<file path="src/pkg/rtcca_pkg.sv">
// Shared constants and carrier types for the real-time clock counter block.
// Assumes one system clock; oscillator levels arrive already synchronous to it.
package rtcca_pkg;
   localparam int RTCCA_PRESC_W = 20;               // Prescaler width
   localparam int RTCCA_CNT_W = 32;                 // Main counter width
   localparam int RTCCA_HS_DIV_W = 5;               // Fast oscillator divider width
   localparam logic [4:0] RTCCA_HS_DIV_LAST = 5'h1F; // Divide by 32: last of 32 edges
   localparam logic [19:0] RTCCA_PRESC_1HZ = 20'h0_7FFF; // 32.768 kHz crystal gives 1 s
   localparam logic [19:0] RTCCA_PRESC_RST = 20'h0_0000;
   localparam logic [31:0] RTCCA_CNT_RST = 32'h0000_0000;
   localparam logic [4:0] RTCCA_HS_DIV_RST = 5'h00;
   localparam logic [2:0] RTCCA_OSC_RST = 3'h0;

   // Oscillator index inside the sampled source vector
   localparam int RTCCA_OSC_HS = 0;
   localparam int RTCCA_OSC_XT = 1;
   localparam int RTCCA_OSC_RC = 2;

   typedef enum logic [1:0] {
      RTCCA_SRC_HS_DIV = 2'h0,
      RTCCA_SRC_LS_XTAL = 2'h1,
      RTCCA_SRC_LS_RC = 2'h2
   } rtcca_src_t;

   // Control bundle from the owning subsystem
   typedef struct packed {
      rtcca_src_t src;
      logic [19:0] presc;
      logic [31:0] alarm;
      logic load;
      logic [31:0] load_val;
      logic stop_mode;
      logic sec_wake_en;
      logic alarm_wake_en;
   } rtcca_ctrl_t;

   // Event bundle, each bit a one-cycle pulse
   typedef struct packed {
      logic sec_irq;
      logic alarm_irq;
      logic wake;
   } rtcca_evt_t;
endpackage

</file>
<file path="src/verilog/rtcca_prescaler.sv">
// Programmable prescaler: divides source ticks by reload plus one.
// Assumes src_tick is a one-cycle pulse on clk_sys.
`timescale 1ns/1ps
module rtcca_prescaler
   import rtcca_pkg::*;
#(
   parameter int PRESC_W = RTCCA_PRESC_W
) (
   input wire logic clk_sys,
   input wire logic rst,
   input wire logic src_tick,
   input wire logic restart,
   input wire logic [PRESC_W-1:0] reload,
   output logic tick
);
   // Refuse a prescaler with no bits
   if (PRESC_W < 1) begin : g_bad_w
      $error("rtcca_prescaler: PRESC_W must be at least 1");
   end

   logic [PRESC_W-1:0] cnt_r;
   logic [PRESC_W-1:0] cnt_nxt;
   logic tick_r;
   wire wrap_now = src_tick && (cnt_r == reload);

   // Reaching reload closes one period of reload plus one source ticks
   assign cnt_nxt = restart ? '0 : (wrap_now ? '0 : (src_tick ? cnt_r + 1'b1 : cnt_r));

   // Counter and registered tick
   always_ff @(posedge clk_sys) begin
      if (rst) begin
         cnt_r <= '0;
         tick_r <= 1'b0;
      end else begin
         cnt_r <= cnt_nxt;
         tick_r <= wrap_now && !restart;
      end
   end
   assign tick = tick_r;
endmodule

</file>
<file path="src/verilog/rtcca_top.sv">
// Real-time clock counter: source select, prescaler, 32-bit counter, alarm.
// Assumes oscillator levels are synchronous to clk_sys and much slower than it.
// What this block does
// Source: fast external divided 32, crystal, RC
// 20-bit prescaler makes the time-base tick
// Prescaler divides by its value plus one
// Loadable 32-bit counter increments each tick
// Alarm event when counter reaches alarm value
// Seconds interrupt per tick, alarm interrupt per match
// Runs in Stop; both events can wake
// Counter wraps from all ones to zero
`timescale 1ns/1ps
module rtcca_top
   import rtcca_pkg::*;
#(
   parameter int PRESC_W = RTCCA_PRESC_W
) (
   input wire logic clk_sys,
   input wire logic rst,
   input wire logic high_speed_external_osc,
   input wire logic low_speed_crystal_osc,
   input wire logic low_speed_internal_rc,
   input wire rtcca_ctrl_t ctrl,
   output logic [RTCCA_CNT_W-1:0] count,
   output rtcca_evt_t evt
);
   // Refuse widths the control bundle cannot carry
   if (PRESC_W < 1 || PRESC_W > RTCCA_PRESC_W) begin : g_bad_w
      $error("rtcca_top: PRESC_W out of range");
   end

   // Rising edge of a sampled level, shared by the three oscillator inputs
   function automatic logic rtcca_rise(input logic now, input logic prev);
      rtcca_rise = now && !prev;
   endfunction

   logic [2:0] osc_q_r;
   logic [RTCCA_HS_DIV_W-1:0] hs_div_r;
   logic [RTCCA_CNT_W-1:0] cnt_r;
   logic [RTCCA_CNT_W-1:0] cnt_nxt;
   rtcca_src_t src_q_r;
   rtcca_evt_t evt_r;
   rtcca_evt_t evt_nxt;
   wire [2:0] osc_now = {low_speed_internal_rc, low_speed_crystal_osc, high_speed_external_osc};
   wire [2:0] osc_rise;
   wire hs_div_tick;
   wire src_tick;
   wire base_tick;
   wire alarm_hit;
   wire src_change = (ctrl.src != src_q_r);

   // Edge detectors, one per oscillator
   // Samplers reset low, so a pin already high at release counts as one edge
   genvar gi;
   for (gi = 0; gi < $bits(osc_now); gi = gi + 1) begin : g_rise
      assign osc_rise[gi] = rtcca_rise(osc_now[gi], osc_q_r[gi]);
   end

   // Fast oscillator is reduced by 32 before it may drive the prescaler
   assign hs_div_tick = osc_rise[RTCCA_OSC_HS] && (hs_div_r == RTCCA_HS_DIV_LAST);

   // Source select; a reserved code selects nothing so the clock stands still
   assign src_tick = (ctrl.src == RTCCA_SRC_HS_DIV) ? hs_div_tick :
                     (ctrl.src == RTCCA_SRC_LS_XTAL) ? osc_rise[RTCCA_OSC_XT] :
                     (ctrl.src == RTCCA_SRC_LS_RC) ? osc_rise[RTCCA_OSC_RC] : 1'b0;

   // Sampling and divide-by-32 state
   always_ff @(posedge clk_sys) begin
      if (rst) begin
         osc_q_r <= RTCCA_OSC_RST;
         hs_div_r <= RTCCA_HS_DIV_RST;
         src_q_r <= RTCCA_SRC_HS_DIV;
      end else begin
         osc_q_r <= osc_now;
         hs_div_r <= osc_rise[RTCCA_OSC_HS] ? hs_div_r + 1'b1 : hs_div_r;
         src_q_r <= ctrl.src;
      end
   end

   // Restart the period on a source switch so a mixed-rate period never occurs
   rtcca_prescaler #(.PRESC_W(PRESC_W)) u_presc (
      .clk_sys(clk_sys),
      .rst(rst),
      .src_tick(src_tick),
      .restart(src_change),
      .reload(ctrl.presc[PRESC_W-1:0]),
      .tick(base_tick)
   );

   // Load wins over a tick in the same cycle; increment wraps naturally
   assign cnt_nxt = ctrl.load ? ctrl.load_val : (base_tick ? cnt_r + 1'b1 : cnt_r);
   // Match is judged on the value the counter steps into
   // Loads never raise the alarm, so software may park the counter on the alarm value
   assign alarm_hit = base_tick && !ctrl.load && (cnt_nxt == ctrl.alarm);

   // Events; stop mode gates nothing, it only enables the wake pulse
   // Interrupts still fire in Stop; wake is an extra pulse, not a substitute
   always_comb begin
      evt_nxt.sec_irq = base_tick;
      evt_nxt.alarm_irq = alarm_hit;
      evt_nxt.wake = ctrl.stop_mode && ((base_tick && ctrl.sec_wake_en) || (alarm_hit && ctrl.alarm_wake_en));
   end

   // Counter and event registers
   always_ff @(posedge clk_sys) begin
      if (rst) begin
         cnt_r <= RTCCA_CNT_RST;
         evt_r <= '0;
      end else begin
         cnt_r <= cnt_nxt;
         evt_r <= evt_nxt;
      end
   end
   // Outputs come straight from the flip-flops
   assign count = cnt_r;
   assign evt = evt_r;
endmodule

</file>
<file path="config.mk">
export PLATFORM = sky130hd
export DESIGN_NAME = rtcca_top
export DESIGN_NICKNAME = d
export VERILOG_FILES = /design/src/pkg/rtcca_pkg.sv /design/src/verilog/rtcca_prescaler.sv /design/src/verilog/rtcca_top.sv
export SDC_FILE = /design/constraint.sdc
export NUM_CORES = 1
export LEC_CHECK = 0
export ABC_AREA = 0
export BUFFER_PORTS_ARGS = -buffer_cell sky130_fd_sc_hd__buf_2
export CORE_ASPECT_RATIO = 1.1
export CORE_MARGIN = 2
export CORE_UTILIZATION = 25
export DETAILED_ROUTE_END_ITERATION = 10
export PLACE_DENSITY = 0.47
export SYNTH_ARGS = -nofsm -noshare
export SYNTH_HDL_FRONTEND = slang
export SYNTH_SLANG_ARGS = --single-unit
</file>
<file path="constraint.sdc">
create_clock -name clk_sys -period 7 [get_ports clk_sys]
set_clock_uncertainty 0.05 [all_clocks]
set_input_delay 1.4 -clock clk_sys [delete_from_list [all_inputs] [get_ports clk_sys]]
set_output_delay 1.4 -clock clk_sys [all_outputs]
set_load 0.005 [all_outputs]
</file>
==> reports/metrics.cfg <==
[routing]
m1WireLength_mm=7.59
drt_first_pass_iters=5
ant_nets=0
drt_wl_total_mm=18.1
highest-signal-layer=met5
routed-wl-met2_mm=8.48
wl_met3_mm=1.36
drc=0
avgViaCountPerCell=5.08
drt_first_iter_violations=333
num_vias=5045
routedWlPerCell_microns=18.3

[setup_path]
cp.required_ps=7230
crit_fanout=38
arrival_ps=3910
critPathKind=in -> reg
start_kind=primary input
worstSetupEndpointType=register

[logic_synthesis]
synth_cell_types=62
synth_nets=730
netlist_area_sq_um=4820
synth_seq_cells=66
ys.flop_type=dfxtp_1
async_flop_share_pct=0
synth_cells=631
yosys_warnings=0
avgSynthCellArea_sq_um=7.64
synth_edf_count=0
seq_area_frac_synth_pct=27.4

[power]
p_leak_nw=2.29
p_per_area_nw_per_um2=181
ir_worst_vdd_mv=0.112
total_power_w=0.00108

[run_status]
outcome=finished clean

[clock_network]
cts_htree_levels=3
clk_pin_slew_worst_paths_ps=60
cts_buffer_depth=2
cts_resized=0
cts_tree=done
root_buffer=clkbuf_16
post_cts_buffers=0
cts_buffers=9
insertion_delay_ps=350
holdBufCountCts=0
cts.sinks=66

[floorplan]
ios=130
start_util_pct=25.3
core-area_sq_um=19000
die-width_microns=136
fp.dieH_microns=150
row_count=53
die_area_sq_um=20400

[sta]
hold_viol=0
tightestPinTransition_ps=1040
fin_crit_ps=3680
rsz0062_at_grt=no
slew_headroom_pct=30.2
fin_crit_sh_pct=52.6
finalSetupTns_ps=0
maxSlewViolCount=0
max_freq_mhz=272
setup_viol=0

[place]
routabilityCongestion=0.860
dpl.cell_count=975
io_buffers=129
dpl.hpwl_mm=14.0

[global_route]
grt_pass1_wl_mm=27.4
grtUsageTotal_pct=17.9
grt_start_max_net_pins=48
grt_pass1_vias=4941
gr-total-overflow=0
antenna_found_initial=4

[finish]
nets=838
fin_util_pct=31.4
final_cells=993
drive_above_1_share_pct=21.6
syn2layout_area_growth_pct=24.0

[run]
max-cap-violations=0

[worst_hold_path]
holdCritPathClass=reg -> reg

==> power breakdown <==
group          switching [W]  internal (W)  leakage (nW)
logic              0.0000952     0.0000802          1.60
clock network       0.000197      0.000289         0.150
registers          0.0000309      0.000390         0.540
==> cell usage in the layout (no fill, tap or decap), drive strengths merged, types with 4 or more instances in the layout <==
| master | netlist | final |
|---|---|---|
| nand2b | 5 | 5 |
| and3 | 11 | 11 |
| o21ai | 19 | 19 |
| and4 | 9 | 9 |
| a21o | 4 | 4 |
| o31a | 4 | 4 |
| nor4 | 18 | 18 |
| a211oi | 6 | 6 |
| inv | 14 | 16 |
| a21oi | 30 | 30 |
| dfxtp | 66 | 66 |
| nand4 | 34 | 34 |
| nor2 | 93 | 93 |
| ha | 4 | 4 |
| xor2 | 42 | 42 |
| a2bb2oi | 6 | 6 |
| or4 | 5 | 5 |
| buf | 15 | 135 |
| nor4b | 4 | 4 |
| nor3 | 19 | 19 |
| nand3 | 32 | 32 |
| mux2i | 7 | 7 |
| nand2 | 37 | 37 |
| clkbuf | 23 | 10 |
| nor2b | 14 | 14 |
| xnor2 | 50 | 50 |
| or3 | 11 | 11 |
| o32ai | 4 | 4 |
==> through the flow <==
| step | hold slack (ps) | setup WS, ps | cell area [sq um] |
|---|---|---|---|
| CTS | 461 | 3380 | 5980 |
| detailed placement | 446 | 3010 | 5670 |
| global placement | 442 | 3070 | 5670 |
| finish | 453 | 3320 | 5980 |
| floorplan | 417 | 3790 | 4820 |
| global route | 498 | 3140 | 5980 |
==> critical path, cell delays in order <==
cell	delay, ps
buf_2	460
buf_4	470
nor4b_1	100
o21ai_0	320
o2111ai_1	160
nor4_1	620
nand4_1	180
a21oi_1	170
==> worst paths after layout <==
check / from / end / slack, ps / depth (start not counted)
max: ctrl[35] / evt[0]$_SDFF_PP0_ / 3320 / 8
max reg2reg: u_presc.tick$_SDFF_PP0_ / evt[0]$_SDFF_PP0_ / 3460 / 8
min: hs_div_r[4]$_SDFFE_PP0P_ / hs_div_r[4]$_SDFFE_PP0P_ / 450 / 2
min reg2reg: hs_div_r[4]$_SDFFE_PP0P_ / hs_div_r[4]$_SDFFE_PP0P_ / 450 / 2
==> layer usage <==
metal | GRT usage [%] | up-vias
met1 | 21.8 | 2325
met4 | 9.32 | 2
li1 | - | 2504
met2 | 28.9 | 175
met5 | 0 | -
met3 | 4.47 | 39
==> registers in the layout, summed over array words and instances (netlist names) <==
signal,cells
src_q_r,2
hs_div_r,5
u_presc.cnt_r,20
osc_q_r,3
evt,3
count,32
u_presc.tick,1
==> cells in the mapped netlist (5+ instances only) <==
master,count,area (sq um)
a21oi_1,30,150
nor2b_1,14,87.6
buf_2,10,50.1
nand4_1,33,206
xnor2_1,50,438
inv_1,14,52.6
nand2b_1,5,31.3
nand3_1,31,155
or3_1,10,62.6
a211oi_1,6,45.0
dfxtp_1,66,1320
nor2_1,93,349
buf_1,5,18.8
o21ai_0,18,90.1
and3_1,11,68.8
or4_1,5,37.5
and4_1,9,78.8
clkbuf_1,22,82.6
mux2i_1,7,70.1
a2bb2oi_1,6,52.6
nand2_1,37,139
nor4_1,14,87.6
nor3_1,19,95.1
xor2_1,42,368
==> cell families (layout without fill, tap and decap cells) <==
logic type	count (synthesis)	count (layout)	synth area share (%)
and+or+nand+nor	302	302	33.6
AOI/OAI and AO/OA	106	106	14.8
xor gates and xnor gates	93	93	17.2
DFF	66	66	27.4
buffers and inverters	52	165	4.33
muxes	8	8	1.69
adders and majority gates	4	4	1.04
other	0	2	0
==> area by class of cell <==
cell class / count / area [sq um]
clock buffer: 10 / 239
tap: 247 / 309
inverter: 14 / 52.6
antenna: 2 / 5.00
fill: 2113 / 13000
clock inverter: 6 / 72.6
multi-input combinational: 513 / 3290
sequential: 66 / 1320
timing repair buffer: 135 / 691
Note: power is estimated with default switching activity, not from simulation.
